$ cat src/hdl/capture_pkg.sv
/*
  Shared constants and types for the input capture channel: register
  offsets, control field positions, mode codes, channel states and the
  control field carrier.
  Assumes a 16-bit register port with a 4-bit word address.
*/
package capture_pkg;

  // Register port widths.
  localparam int DATA_W = 16;
  localparam int ADDR_W = 4;

  // Register word addresses.
  localparam logic [3:0] ADDR_CONTROL = 4'h0;
  localparam logic [3:0] ADDR_BUFFER = 4'h1;
  localparam logic [3:0] ADDR_INT_STATUS = 4'h2;
  localparam logic [3:0] ADDR_INT_CLEAR = 4'h3;
  localparam logic [3:0] ADDR_INT_ENABLE = 4'h4;

  // Control register field positions.
  localparam int IDLE_STOP_BIT = 13;
  localparam int TB_SEL_BIT = 7;
  localparam int CPI_LSB = 5;
  localparam int OV_BIT = 4;
  localparam int BNE_BIT = 3;
  localparam int MODE_LSB = 0;

  // Buffer depth and edge prescaler terminal counts.
  localparam int FIFO_DEPTH = 4;
  localparam logic [3:0] PRE4_LAST = 4'h3;
  localparam logic [3:0] PRE16_LAST = 4'hf;

  // Interrupt status bit positions.
  localparam int INT_W = 3;
  localparam int INT_CAPTURE = 0;
  localparam int INT_OVERFLOW = 1;
  localparam int INT_WAKE = 2;

  // Capture mode codes.
  typedef enum logic [2:0] {
    MODE_OFF = 3'h0,
    MODE_EVERY_EDGE = 3'h1,
    MODE_FALL = 3'h2,
    MODE_RISE = 3'h3,
    MODE_RISE4 = 3'h4,
    MODE_RISE16 = 3'h5,
    MODE_UNUSED = 3'h6,
    MODE_INT_PIN = 3'h7
  } mode_t;

  // Decoded channel state, one-hot.
  typedef enum logic [2:0] {
    CH_OFF = 3'b001,
    CH_CAPTURE = 3'b010,
    CH_INT_PIN = 3'b100
  } ch_state_t;

  // Software-writable control fields.
  typedef struct packed {
    logic idle_stop_select;
    logic timebase_select;
    logic [1:0] captures_per_interrupt;
    mode_t capture_mode_select;
  } ctrl_t;

  localparam ctrl_t CTRL_RESET = '{1'b0, 1'b0, 2'h0, MODE_OFF};

endpackage

$ cat src/hdl/edge_prescaler.sv
/*
  Rising edge prescaler: emits a tick on every 4th or every 16th rise.
  Assumes rise is a one-cycle pulse from synchronised edge detection.
*/
`timescale 1ns/1ps
module edge_prescaler
  import capture_pkg::*;
(
  input wire logic clk,
  input wire logic rst_n,
  input wire logic ce,
  input wire logic clear,
  input wire logic rise,
  input wire logic div16,
  output logic tick
);

  typedef struct packed {
    logic [3:0] count;
  } pre_state_t;

  pre_state_t state_reg;
  pre_state_t state_next;
  logic [3:0] last;

  // Terminal count follows the selected division.
  assign last = div16 ? PRE16_LAST : PRE4_LAST;
  assign tick = rise && !clear && (state_reg.count == last); // [RQ5]

  // A clear wins over an edge so a mode change starts a fresh count.
  always_comb begin
    state_next = state_reg;
    if (clear) begin
      state_next.count = 4'h0; // [RQ19]
    end else if (rise) begin
      state_next.count = tick ? 4'h0 : state_reg.count + 4'h1;
    end
  end

  // State register, frozen while the clock enable is low.
  always_ff @(posedge clk or negedge rst_n) begin
    if (!rst_n) begin
      state_reg <= '0;
    end else if (ce) begin
      state_reg <= state_next;
    end
  end

endmodule

$ cat src/hdl/input_capture_channel.sv
/*
  One input capture channel: pin synchroniser, edge detection, mode
  decode, 4-deep capture buffer, interrupt decimation, overflow and
  wake logic, register port and a masked interrupt output.
  Assumes both timebase counts are synchronous to clk, that the
  register strobes are one cycle wide and never both high, and that
  cpu_idle and cpu_sleep are levels from the power controller.
*/
// Chosen here: strobed register access and the placing of the registers.
`timescale 1ns/1ps
//
// Function
// [RQ1] A qualifying event latches the full 16-bit count of the chosen timebase.
// [RQ2] Control bit 7 high selects the first timebase, low the second.
// [RQ3] Mode 001 captures on every rising and falling input edge.
// [RQ4] Mode 010 captures falling edges only; mode 011 rising edges only.
// [RQ5] Mode 100 captures every 4th rise, mode 101 every 16th rise.
// [RQ6] Mode 111 gives a rising-edge interrupt in sleep or idle only.
// [RQ7] Modes 000 and 110 leave the channel off with no captures.
// [RQ8] Interrupt after every 1st, 2nd, 3rd or 4th capture per field.
// [RQ9] In mode 001 the captures-per-interrupt field is ignored.
// [RQ10] Captured values wait in a four-word first-in first-out buffer.
// [RQ11] Overflow flag, bit 4, is set by hardware and is read-only.
// [RQ12] Buffer flag, bit 3, reads 1 while any captured value is unread.
// [RQ13] Bit 13 high halts the channel while the processor idles; the code halts capture only, and mode 111 still raises its pin interrupt.
// [RQ14] A capture input event can wake the device from sleep and idle.
// [RQ15] Only channels one and two feed DMA, with one capture per interrupt.
// [RQ16] Control bits 15 to 14 and 12 to 8 always read zero.
// [RQ17] Reading the buffer returns and removes the oldest value.
// [RQ18] A capture into a full buffer is lost and sets overflow.
// [RQ19] The pin is synchronised and the prescaler resets on mode change.
module input_capture_channel
  import capture_pkg::*;
(
  input wire logic clk,
  input wire logic rst_n,
  input wire logic ce,
  input wire logic [ADDR_W-1:0] addr,
  input wire logic [DATA_W-1:0] wdata,
  input wire logic wr_en,
  input wire logic rd_en,
  output logic [DATA_W-1:0] rdata,
  input wire logic capture_input_pin,
  input wire logic [15:0] first_timebase_count,
  input wire logic [15:0] second_timebase_count,
  input wire logic cpu_idle,
  input wire logic cpu_sleep,
  output logic capture_strobe,
  output logic wake_req,
  output logic irq
);

  // Channel state in one record, the prescaler count aside. Keeping the flops in one struct
  // means a single clock-enable test freezes synchroniser, buffer and flags
  // together, so nothing drifts apart while the enable is low.
  typedef struct packed {
    logic pin_meta;
    logic pin_sync;
    logic pin_prev;
    ctrl_t ctrl;
    mode_t mode_seen;
    ch_state_t ch;
    logic [FIFO_DEPTH-1:0][15:0] fifo;
    logic [1:0] wr_ptr;
    logic [1:0] rd_ptr;
    logic [2:0] level;
    logic ov;
    logic [1:0] cap_cnt;
    logic [INT_W-1:0] int_stat;
    logic [INT_W-1:0] int_en;
    logic [DATA_W-1:0] rdata;
    logic cap_pulse;
    logic wake_pulse;
  } chan_state_t;

  chan_state_t state_reg;
  chan_state_t state_next;

  // Decode a mode code into the channel state it implies.
  // The unused code falls into the default branch, so a stray write of it
  // behaves exactly like turning the channel off.
  function automatic ch_state_t mode_state(input mode_t m);
    case (m)
      MODE_EVERY_EDGE,
      MODE_FALL,
      MODE_RISE,
      MODE_RISE4,
      MODE_RISE16: begin
        mode_state = CH_CAPTURE;
      end
      MODE_INT_PIN: begin
        mode_state = CH_INT_PIN;
      end
      default: begin
        mode_state = CH_OFF; // [RQ7]
      end
    endcase
  endfunction

  // Control register image as software reads it.
  // Fields are placed one by one on a zero word, so every unimplemented
  // position reads zero without a separate mask to keep in step.
  function automatic logic [DATA_W-1:0] ctrl_image(input ctrl_t c,
                                                   input logic ov,
                                                   input logic bne);
    logic [DATA_W-1:0] v;
    v = 16'h0000; // [RQ16]
    v[IDLE_STOP_BIT] = c.idle_stop_select;
    v[TB_SEL_BIT] = c.timebase_select;
    v[CPI_LSB +: 2] = c.captures_per_interrupt;
    v[OV_BIT] = ov;
    v[BNE_BIT] = bne;
    v[MODE_LSB +: 3] = c.capture_mode_select;
    ctrl_image = v;
  endfunction

  logic rise;
  logic fall;
  logic halted;
  logic mode_change;
  logic pre_tick;
  logic edge_hit;
  logic capture;
  logic full;
  logic pop;
  logic push;
  logic cpi_done;
  logic int_capture;
  logic wake_event;
  logic [15:0] stamp;
  logic [INT_W-1:0] int_set;
  logic [INT_W-1:0] int_clr;
  logic [INT_W-1:0] stat_next;
  logic [2:0] level_next;
  logic low_power;
  logic pre_clear;

  // Edge detection works from the second synchroniser stage only.
  // The previous-value flop sits after that stage, so an unsettled first
  // stage can never produce a false edge.
  assign rise = state_reg.pin_sync && !state_reg.pin_prev;
  assign fall = !state_reg.pin_sync && state_reg.pin_prev;

  // Idle stop freezes capture work but not the register port.
  // Pin-interrupt mode ignores the stop bit on purpose, since its whole
  // job is to wake the processor out of idle.
  assign halted = state_reg.ctrl.idle_stop_select && cpu_idle; // [RQ13]
  assign low_power = cpu_idle || cpu_sleep;

  // Any change of mode restarts the prescaler and decimation count.
  assign mode_change = state_reg.ctrl.capture_mode_select != state_reg.mode_seen; // [RQ19]

  // The prescaler is cleared whenever it is not counting for a capture mode.
  // Its enable stays on for a clear even while idle stop holds it, so a mode
  // written during idle still starts a fresh rise count afterwards.
  assign pre_clear = mode_change || (state_reg.ch != CH_CAPTURE); // [RQ19]

  edge_prescaler u_prescaler (
    .clk(clk),
    .rst_n(rst_n),
    .ce(ce && (!halted || pre_clear)),
    .clear(pre_clear),
    .rise(rise),
    .div16(state_reg.ctrl.capture_mode_select == MODE_RISE16),
    .tick(pre_tick)
  );

  // Qualify edges against the current mode.
  always_comb begin
    case (state_reg.ctrl.capture_mode_select)
      MODE_EVERY_EDGE: begin
        edge_hit = rise || fall; // [RQ3]
      end
      MODE_FALL: begin
        edge_hit = fall; // [RQ4]
      end
      MODE_RISE: begin
        edge_hit = rise; // [RQ4]
      end
      MODE_RISE4,
      MODE_RISE16: begin
        edge_hit = pre_tick; // [RQ5]
      end
      default: begin
        edge_hit = 1'b0; // [RQ7]
      end
    endcase
  end

  // A capture needs a qualified edge in a live capture mode. The cycle in
  // which a new mode takes hold is skipped, as the channel state lags a cycle.
  assign capture = edge_hit && (state_reg.ch == CH_CAPTURE) && !halted && !mode_change;

  // Timebase choice: bit 7 high takes the first counter.
  assign stamp = state_reg.ctrl.timebase_select ? first_timebase_count : second_timebase_count; // [RQ2]

  // Buffer bookkeeping; a pop frees a slot in the same cycle.
  // Three level bits tell a full buffer of four from an empty one, while
  // the two-bit pointers simply wrap around the four slots.
  assign full = state_reg.level == 3'(FIFO_DEPTH);
  assign pop = rd_en && (addr == ADDR_BUFFER) && (state_reg.level != 3'h0); // [RQ17]
  assign push = capture && (!full || pop);
  assign level_next = state_reg.level + 3'(push) - 3'(pop);

  // Decimation; mode 001 interrupts on every capture regardless.
  // The counter restarts on a mode change, so the first interrupt after a
  // new mode always comes after a whole group of captures.
  assign cpi_done = (state_reg.ctrl.capture_mode_select == MODE_EVERY_EDGE) || // [RQ9]
                    (state_reg.cap_cnt == state_reg.ctrl.captures_per_interrupt); // [RQ8]
  assign int_capture = capture && cpi_done;

  // Pin-interrupt mode only answers while the processor sleeps or idles.
  // Outside low power a capture raises only the interrupt status, never
  // the wake pulse, so a running processor sees no spurious wake request.
  assign wake_event = low_power &&
                      ((state_reg.ch == CH_INT_PIN && rise) || // [RQ6]
                       int_capture); // [RQ14]

  // Event and software clear vectors for the interrupt status.
  assign int_set[INT_CAPTURE] = int_capture || (state_reg.ch == CH_INT_PIN && rise && low_power);
  assign int_set[INT_OVERFLOW] = capture && full && !pop;
  assign int_set[INT_WAKE] = wake_event;
  assign int_clr = (wr_en && addr == ADDR_INT_CLEAR) ? wdata[INT_W-1:0] : '0;

  // A new event wins over a clear written in the same cycle.
  genvar gi;
  generate
    for (gi = 0; gi < INT_W; gi++) begin : g_stat
      assign stat_next[gi] = int_set[gi] || (state_reg.int_stat[gi] && !int_clr[gi]);
    end
  endgenerate

  // Next-state computation for the whole channel.
  always_comb begin
    state_next = state_reg;
    state_next.pin_meta = capture_input_pin; // [RQ19]
    state_next.pin_sync = state_reg.pin_meta;
    state_next.pin_prev = state_reg.pin_sync;
    state_next.mode_seen = state_reg.ctrl.capture_mode_select;
    state_next.ch = mode_state(state_reg.ctrl.capture_mode_select);
    state_next.int_stat = stat_next;
    state_next.cap_pulse = 1'b0;
    state_next.wake_pulse = wake_event;
    state_next.rdata = 16'h0000;

    // Control writes; the status bits in the image are ignored, because the
    // overflow and buffer flags belong to the hardware alone.
    if (wr_en && addr == ADDR_CONTROL) begin
      state_next.ctrl.idle_stop_select = wdata[IDLE_STOP_BIT];
      state_next.ctrl.timebase_select = wdata[TB_SEL_BIT];
      state_next.ctrl.captures_per_interrupt = wdata[CPI_LSB +: 2];
      state_next.ctrl.capture_mode_select = mode_t'(wdata[MODE_LSB +: 3]);
    end
    if (wr_en && addr == ADDR_INT_ENABLE) begin
      state_next.int_en = wdata[INT_W-1:0];
    end

    // Register reads answer one cycle later; unmapped reads give zero.
    // A read of an empty buffer returns zero and leaves the pointers alone.
    if (rd_en) begin
      case (addr)
        ADDR_CONTROL: begin
          state_next.rdata = ctrl_image(state_reg.ctrl, state_reg.ov,
                                        state_reg.level != 3'h0); // [RQ12]
        end
        ADDR_BUFFER: begin
          if (pop) begin
            state_next.rdata = state_reg.fifo[state_reg.rd_ptr]; // [RQ17]
          end
        end
        ADDR_INT_STATUS: begin
          state_next.rdata = {{(DATA_W-INT_W){1'b0}}, state_reg.int_stat};
        end
        ADDR_INT_ENABLE: begin
          state_next.rdata = {{(DATA_W-INT_W){1'b0}}, state_reg.int_en};
        end
        default: begin
          state_next.rdata = 16'h0000;
        end
      endcase
    end

    // Oldest entry leaves on a buffer read.
    if (pop) begin
      state_next.rd_ptr = state_reg.rd_ptr + 2'h1;
    end

    // Store the stamp; a full buffer with no pop in the same cycle drops it.
    if (push) begin
      state_next.fifo[state_reg.wr_ptr] = stamp; // [RQ1] [RQ10]
      state_next.wr_ptr = state_reg.wr_ptr + 2'h1;
      state_next.cap_pulse = 1'b1; // [RQ15]
    end
    state_next.level = level_next;

    // Decimation counter steps per capture, wraps at the chosen count.
    if (mode_change) begin
      state_next.cap_cnt = 2'h0;
    end else if (capture) begin
      state_next.cap_cnt = cpi_done ? 2'h0 : state_reg.cap_cnt + 2'h1; // [RQ8]
    end

    // Overflow: set wins; cleared only by emptying or turning off.
    // A flag left over from an earlier burst would otherwise mislead
    // software long after the buffer has been drained.
    if (capture && full && !pop) begin
      state_next.ov = 1'b1; // [RQ18] [RQ11]
    end else if (state_reg.ch == CH_OFF || (pop && level_next == 3'h0)) begin
      state_next.ov = 1'b0; // [RQ18]
    end
  end

  // State register, frozen while the clock enable is low.
  // The reset branch loads constants only; control comes from the package default.
  always_ff @(posedge clk or negedge rst_n) begin
    if (!rst_n) begin
      state_reg <= '{
        pin_meta: 1'b0,
        pin_sync: 1'b0,
        pin_prev: 1'b0,
        ctrl: CTRL_RESET,
        mode_seen: MODE_OFF,
        ch: CH_OFF,
        fifo: '0,
        wr_ptr: 2'h0,
        rd_ptr: 2'h0,
        level: 3'h0,
        ov: 1'b0,
        cap_cnt: 2'h0,
        int_stat: '0,
        int_en: '0,
        rdata: 16'h0000,
        cap_pulse: 1'b0,
        wake_pulse: 1'b0
      };
    end else if (ce) begin
      state_reg <= state_next;
    end
  end

  // Outputs; the interrupt is a level from registered bits.
  // Gating registered bits only keeps the interrupt line free of glitches.
  assign rdata = state_reg.rdata;
  assign capture_strobe = state_reg.cap_pulse;
  assign wake_req = state_reg.wake_pulse;
  assign irq = |(state_reg.int_stat & state_reg.int_en);

endmodule

$ cat config.mk
export PLATFORM = sky130hd
export DESIGN_NAME = input_capture_channel
export DESIGN_NICKNAME = d
export VERILOG_FILES = /design/src/hdl/capture_pkg.sv /design/src/hdl/edge_prescaler.sv /design/src/hdl/input_capture_channel.sv
export SDC_FILE = /design/constraint.sdc
export NUM_CORES = 1
export LEC_CHECK = 0
export BUFFER_PORTS_ARGS = -buffer_cell sky130_fd_sc_hd__buf_2
export CAP_MARGIN = 20
export CORE_MARGIN = 2
export CORE_UTILIZATION = 30
export DETAILED_ROUTE_END_ITERATION = 12
export GPL_ROUTABILITY_DRIVEN = 0
export MAX_ROUTING_LAYER = met4
export PLACE_DENSITY_LB_ADDON = 0.12
export SYNTH_ARGS = -nofsm -noshare
export SYNTH_HDL_FRONTEND = slang
export SYNTH_HIERARCHICAL = 1
export SYNTH_SLANG_ARGS = --single-unit
$ cat constraint.sdc
create_clock -name clk -period 4.5 [get_ports clk]
set_input_delay 0.9 -clock clk [delete_from_list [all_inputs] [get_ports clk]]
set_output_delay 0.9 -clock clk [all_outputs]
set_load 0.02 [all_outputs]
==> flow_summary_export.csv, run 1 <==
group,metric,value,unit
outcome,status,"complete, no violations",
grt,grt_max_degree,62,
timing,setup_violations,0,
power,seqPwrFrac,41.1,%
route,totalWireLength,14900,microns
synth,yosys.cell_types.count,60,
die,dieArea,21100,sq um
timing,finalHoldViolCount,0,
synth,synth_nets,572,
grt,antenna_found_initial,0,
timing,maxSlewHeadroom,38.0,%
route,wire_per_inst,17.7,microns
synth,ys_ff_latch,118,
route,drc,0,
power,power_switching,0.00112,W
layout,largest_reg_flops,91,
cts,cts_resized,0,
grt,gr-total-overflow,0,
cts,clkTransAtPathRegs,60,ps
cts,hold_buffers,0,
route,drt_iter0_markers,244,
synth,async_flop_share,100,%
layout,drive_gt1_share,36.8,%
die,core,19500,sq um
critical_path,worstPathArrival,4370,ps
grt,grt_pass1_wl,24300,microns
cts,clockBufferDepth,2,
synth,mappedNetlistArea,5990,sq um
cts,cts-buffers-inserted,17,
synth,ys_warn_count,6,
cts,postCtsSetupRepairBufs,0,
power,clkPwrFrac,36.6,%
synth,ys_seq_area_share,49.3,%
route,antenna_left,0,
synth,syn_avg_cell_area,12.0,sq um
flow_run,drv_cap,0,
power,power_density,523,nW/um^2
critical_path,critPathLaunchType,"register",
placement,portBuffers,69,
power,ir_drop,0.000187,V
synth,netlist_instances,501,
cts,cts_tree,"yes",
layout,multi_input_area,2760,sq um
die,rows,51,
layout,final_core_util,36.7,%
route,drtPass1Iterations,5,
timing,min_period_over_period,91.1,%
synth,synthFlopType,"dfrtp_1",
timing,timing.fmax,244,MHz
power,intPower,0.00263,W
die,pin_count,79,
critical_path,critPathMaxFanout,11,
timing,setup_tns,0,ps
die,fp.dieW,145,microns
die,start_util,30.7,%
power,swShare,29.9,%
timing,rsz0062_at_grt,"false",
layout,nFillCells,1968,
layout,nets,634,
layout,area_growth,19.8,%
grt,grtUsageTotal,15.3,%
die,die_h,145,microns
timing,slew_viol_final,0,
hold_path,hp-class,"register to register",
layout,n_antenna_cell,0,
power,pwr-share-comb,22.3,%
cts,cts-htree-levels,4,
timing,fin_skew,9.87,ps
grt,grt_pass1_vias,4332,
cts,insertion_delay,410,ps
critical_path,path_class,"register to register",
power,leakagePower,3.23,nW
critical_path,end_kind,"register",
layout,seq_area,2950,sq um
synth,synth-edff-count,0,
timing,worstMarginPinSlew,929,ps
placement,hpwlAfterDp,10500,microns
route,vias_per_cell,4.83,
cts,cts.sinks,118,
critical_path,cp.required,4770,ps
route,vias,4065,
cts,root_buffer,"clkbuf_16",
timing,fin_crit,4100,ps
[cell usage after synthesis, types with 3 or more instances]
| master | n | share of area, % |
|---|---|---|
| dfrtp_1 | 117 | 49 |
| mux2_2 | 65 | 12 |
| nand2_1 | 54 | 3.4 |
| o21ai_0 | 50 | 4.2 |
| inv_1 | 19 | 1.2 |
| mux2i_1 | 17 | 2.8 |
| buf_4 | 16 | 2.0 |
| clkbuf_1 | 16 | 1.0 |
| mux4_2 | 16 | 6.0 |
| ha_1 | 10 | 2.1 |
| nor2_1 | 10 | 0.63 |
| nand3_1 | 8 | 0.67 |
| a22o_1 | 7 | 1.0 |
| o2bb2ai_1 | 7 | 1.0 |
| xnor2_1 | 6 | 0.88 |
| a22oi_1 | 5 | 0.63 |
| nor3_1 | 5 | 0.42 |
| xor2_1 | 5 | 0.73 |
| a222oi_1 | 4 | 0.67 |
| buf_2 | 4 | 0.33 |
| nand4b_1 | 3 | 0.44 |
| nor4b_1 | 3 | 0.44 |
[worst max-delay path, stage by stage, from the launching register on]
cell and delay [ps]:
dfrtp_1 460, xnor2_1 200, nand3_1 210, or2_2 450, and2b_1 230, nand2_1 40
o21ai_1 100, o21ai_0 150, or3b_2 470, ha_1 290, inv_1 60, ha_1 130
inv_1 50, fa_1 380, xor2_1 170, xor2_1 150, nor4b_1 290, o22ai_1 110
[cell type report]
| class | count | share of cell area (%) |
|---|---|---|
| clock inverters | 13 | 2.16 |
| clock buffers | 19 | 6.18 |
| repair buffers | 83 | 6.32 |
| flip-flops and latches | 118 | 41.2 |
| well taps | 265 | 4.62 |
| multi-input cells | 323 | 38.5 |
| inverters | 20 | 1.05 |
[power groups by stage]
stage	Combinational (W)	Sequential, W	Clock, W
after detailed placement	0.000851	0.00156	0
final	0.000838	0.00154	0.00137
after global routing	0.000937	0.00158	0.00145
after CTS	0.000853	0.00155	0.00141
after floorplan	0.000677	0.00143	0
after global placement	0.000827	0.00155	0
[metrics by stage]
| step | power [W] | setup WS [ps] | hold WS [ps] | cell area (sq um) | std cells |
|---|---|---|---|---|---|
| after floorplan | 0.00211 | 601 | 445 | 5990 | 501 |
| after global placement | 0.00238 | 450 | 456 | 6570 | 809 |
| after detailed placement | 0.00241 | 392 | 465 | 6570 | 809 |
| after CTS | 0.00381 | 379 | 477 | 7170 | 841 |
| after global routing | 0.00397 | 81.2 | 508 | 7170 | 841 |
| final | 0.00375 | 400 | 476 | 7170 | 841 |
[final timing paths]
kind                                  from            end  slack (ps)  cells after the start
setup / recovery           state_next[103]  state_reg[26]         400                     17
hold / removal               state_reg[49]  state_reg[49]         480                      2
setup reg to reg           state_next[103]  state_reg[26]         400                     17
hold reg to reg              state_reg[49]  state_reg[49]         480                      2
max in group asynchronous            rst_n  state_reg[58]        3010                      2
min in group asynchronous            rst_n  state_reg[23]         570                      1
[cell usage in the layout (no fill, tap or decap), types with 3 or more instances in the layout]
| cell | instances |
|---|---|
| nand4b_1 | 3 |
| nor4b_1 | 3 |
| ha_1 | 10 |
| a22oi_1 | 5 |
| dfrtp_1 | 117 |
| buf_2 | 68 |
| clkinvlp_4 | 3 |
| mux2_2 | 65 |
| mux4_2 | 16 |
| nor2_1 | 10 |
| a222oi_1 | 4 |
| a22o_1 | 7 |
| mux2i_1 | 17 |
| o21ai_0 | 50 |
| xnor2_1 | 6 |
| nand2_1 | 54 |
| inv_1 | 19 |
| bufinv_16 | 3 |
| clkbuf_16 | 17 |
| nor3_1 | 5 |
| nand3_1 | 8 |
| xor2_1 | 5 |
| o2bb2ai_1 | 7 |
| clkinv_2 | 5 |
| buf_4 | 15 |
[routing by layer]
metal	vias up	part of all wire, %	wire length [microns]	track usage, %
met1	2051	46	6900	19.4
li1	1931	-	-	-
met3	14	2.7	401	2.74
met4	0	1.2	184	5.05
met2	69	50	7380	24.9
met5	-	0	0	-
[cell families (layout without fill, tap and decap cells)]
logic type,Yosys count,in the layout,share of synthesized area (%)
AOI/OAI and AO/OA,93,93,10.5
buffers and inverters,60,135,5.16
and+or+nand+nor,109,109,9.69
xor gates and xnor gates,11,11,1.61
DFF,118,118,49.3
adders and majority gates,12,12,2.59
muxes,98,98,21.1
No activity file was read; power rests on OpenSTA's default activity.
==> run 2, diff against run 1 <==
--- a/config.mk
+++ b/config.mk
@@ -7,12 +7,15 @@
 export LEC_CHECK = 0
 export BUFFER_PORTS_ARGS = -buffer_cell sky130_fd_sc_hd__buf_2
 export CAP_MARGIN = 20
+export CELL_PAD_IN_SITES_DETAIL_PLACEMENT = 0
+export CELL_PAD_IN_SITES_GLOBAL_PLACEMENT = 1
 export CORE_MARGIN = 2
 export CORE_UTILIZATION = 30
 export DETAILED_ROUTE_END_ITERATION = 12
 export GPL_ROUTABILITY_DRIVEN = 0
 export MAX_ROUTING_LAYER = met4
 export PLACE_DENSITY_LB_ADDON = 0.12
+export REMOVE_ABC_BUFFERS = 1
 export SYNTH_ARGS = -nofsm -noshare
 export SYNTH_HDL_FRONTEND = slang
 export SYNTH_HIERARCHICAL = 1
==> run 2 against run 1 <==
Effect of this change: flip-flop and latch count is the same; critical path depth grew 1; first-iteration DRC count shrank 12%; sequential power is essentially flat; wire length shrank 0.50%; highest routed layer unchanged.
==> flow_summary_export.csv, run 2 (synthesis results as in run 1) <==
group,metric,value,unit
layout,largest_reg_flops,91,
grt,top_usage_layer,"met2",
layout,mostFrequentLayoutCells,"dfrtp_1, buf_2, mux2_2",
timing,slew_viol_final,0,
power,power_density,521,nW/um^2
grt,gr-total-overflow,0,
die,rows,51,
die,core,19500,sq um
grt,grtUsageTotal,15.2,%
power,intPower,0.00262,W
layout,n_antenna_cell,0,
power,pwr-share-comb,22.6,%
critical_path,cp_slowest_cell,"or3b_2",
grt,grt_pass1_wl,23900,microns
critical_path,regToRegEndpoint,"state_reg[26]",
cts,cts-htree-levels,4,
cts,cts.sinks,118,
cts,postCtsSetupRepairBufs,0,
timing,maxSlewHeadroom,36.3,%
cts,cts_tree,"yes",
route,wire_per_inst,17.6,microns
critical_path,cp.required,4780,ps
layout,final_core_util,37.0,%
route,drt_iter0_markers,215,
cts,cts-buffers-inserted,17,
die,die_h,145,microns
hold_path,hp-class,"input pin to asynchronous set/reset pin",
placement,hpwlAfterDp,9960,microns
flow_run,drv_cap,0,
critical_path,critPathLaunchType,"register",
cts,clockBufferDepth,2,
layout,seq_area,2960,sq um
cts,clkTransAtPathRegs,60,ps
grt,grt_pass1_vias,4283,
layout,area_growth,20.5,%
grt,met2_usage,24.4,%
critical_path,reg2reg_depth,18,
critical_path,path_buf_inv,3,
grt,grt_util_met3,4.18,%
timing,fin_crit,4090,ps
route,totalWireLength,14800,microns
timing,rsz0062_at_grt,"false",
layout,nFillCells,1984,
power,leakagePower,3.24,nW
route,vias_per_cell,4.83,
cts,root_buffer,"clkbuf_16",
placement,pre_cts_slack,295,ps
timing,setup_violations,0,
layout,nets,635,
critical_path,cpLargestDelayFamily,"simple AND/OR/NAND/NOR gates",
timing,worst_slack,410,ps
route,vias,4070,
power,ir_drop,0.000318,V
critical_path,worstPathArrival,4370,ps
power,swShare,30.3,%
route,drtPass1Iterations,4,
cts,hold_buffers,0,
placement,portBuffers,69,
layout,mostFrequentLayoutCell,"dfrtp_1",
outcome,status,"complete, no violations",
critical_path,critPathMaxFanout,6,
route,antenna_left,0,
layout,multi_input_area,2770,sq um
die,start_util,30.7,%
critical_path,path_class,"register to register",
grt,antenna_found_initial,0,
die,fp.dieW,145,microns
route,drc,0,
timing,setup_tns,0,ps
power,seqPwrFrac,40.4,%
timing,min_period_over_period,90.9,%
grt,gr-usage-met1,19.1,%
cts,insertion_delay,420,ps
critical_path,r2r_slack,410,ps
timing,finalHoldViolCount,0,
timing,worstMarginPinSlew,956,ps
grt,grt_max_degree,78,
critical_path,crit_chain,"inv_1, and3_1, or3_1, a21oi_1, and2b_1, nand2_1, o21ai_1, o21ai_0, or3b_2, ha_1, inv_1, ha_1, inv_1, fa_1, xor2_1, xor2_1, nor4b_2, o22ai_1",
power,power_switching,0.00114,W
critical_path,reg2reg_from,"state_next[102]",
timing,fin_skew,12.9,ps
critical_path,end_kind,"register",
layout,drive_gt1_share,37.4,%
die,dieArea,21100,sq um
die,pin_count,79,
critical_path,slowest_delay,480,ps
cts,cts_resized,0,
power,clkPwrFrac,36.9,%
timing,timing.fmax,244,MHz
critical_path,crit_top_cell,"inv_1",
==> run 2: worst max path at each step <==
stage	end	from	cells after the start
after floorplan	state_reg[26]	state_reg[100]	16
after global placement	state_reg[26]	state_next[102]	18
after detailed placement	state_reg[26]	state_next[102]	18
after CTS	state_reg[26]	state_next[102]	18
after global routing	state_reg[26]	state_next[102]	18
final	state_reg[26]	state_next[102]	18
==> run 2: routing by layer <==
| layer | share of wire [%] | vias up | routed length (microns) |
|---|---|---|---|
| met3 | 3.8 | 14 | 563 |
| met4 | 0.95 | 0 | 140 |
| met5 | 0 | - | 0 |
| met1 | 46 | 2047 | 6830 |
| met2 | 49 | 79 | 7260 |
| li1 | - | 1930 | - |
==> run 2: final cells by class <==
cell class | instances | share of cell area, %
multi-input combinational | 323 | 38.3
tap | 265 | 4.59
clock inverter | 12 | 1.98
timing repair buffer | 84 | 6.66
sequential | 118 | 40.9
inverter | 20 | 1.04
clock buffer | 20 | 6.47
==> run 2: worst register-to-register path, cell delays in order (launching register included) <==
cell and delay [ps]:
dfrtp_1 450, inv_1 150, and3_1 220, or3_1 370
a21oi_1 210, and2b_1 150, nand2_1 40, o21ai_1 110
o21ai_0 150, or3b_2 480, ha_1 300, inv_1 60
ha_1 130, inv_1 50, fa_1 380, xor2_1 170
xor2_1 160, nor4b_2 300, o22ai_1 100
==> run 2: power by group through the flow <==
stage / clock network, W / logic (W) / registers, W
2_1_floorplan: 0 / 0.000585 / 0.00150
3_3_place_gp: 0 / 0.000845 / 0.00153
3_5_place_dp: 0 / 0.000859 / 0.00154
4_1_cts: 0.00142 / 0.000863 / 0.00153
5_1_grt: 0.00148 / 0.000955 / 0.00156
6_report: 0.00139 / 0.000852 / 0.00152
==> run 2: per-stage QoR <==
stage	std cells	area, sq um	hold WS [ps]	total power [W]
CTS	841	7180	480	0.00381
global placement	809	6580	456	0.00238
floorplan	461	5750	445	0.00209
detailed placement	809	6580	467	0.00240
finish	842	7220	399	0.00376
global route	842	7220	406	0.00399
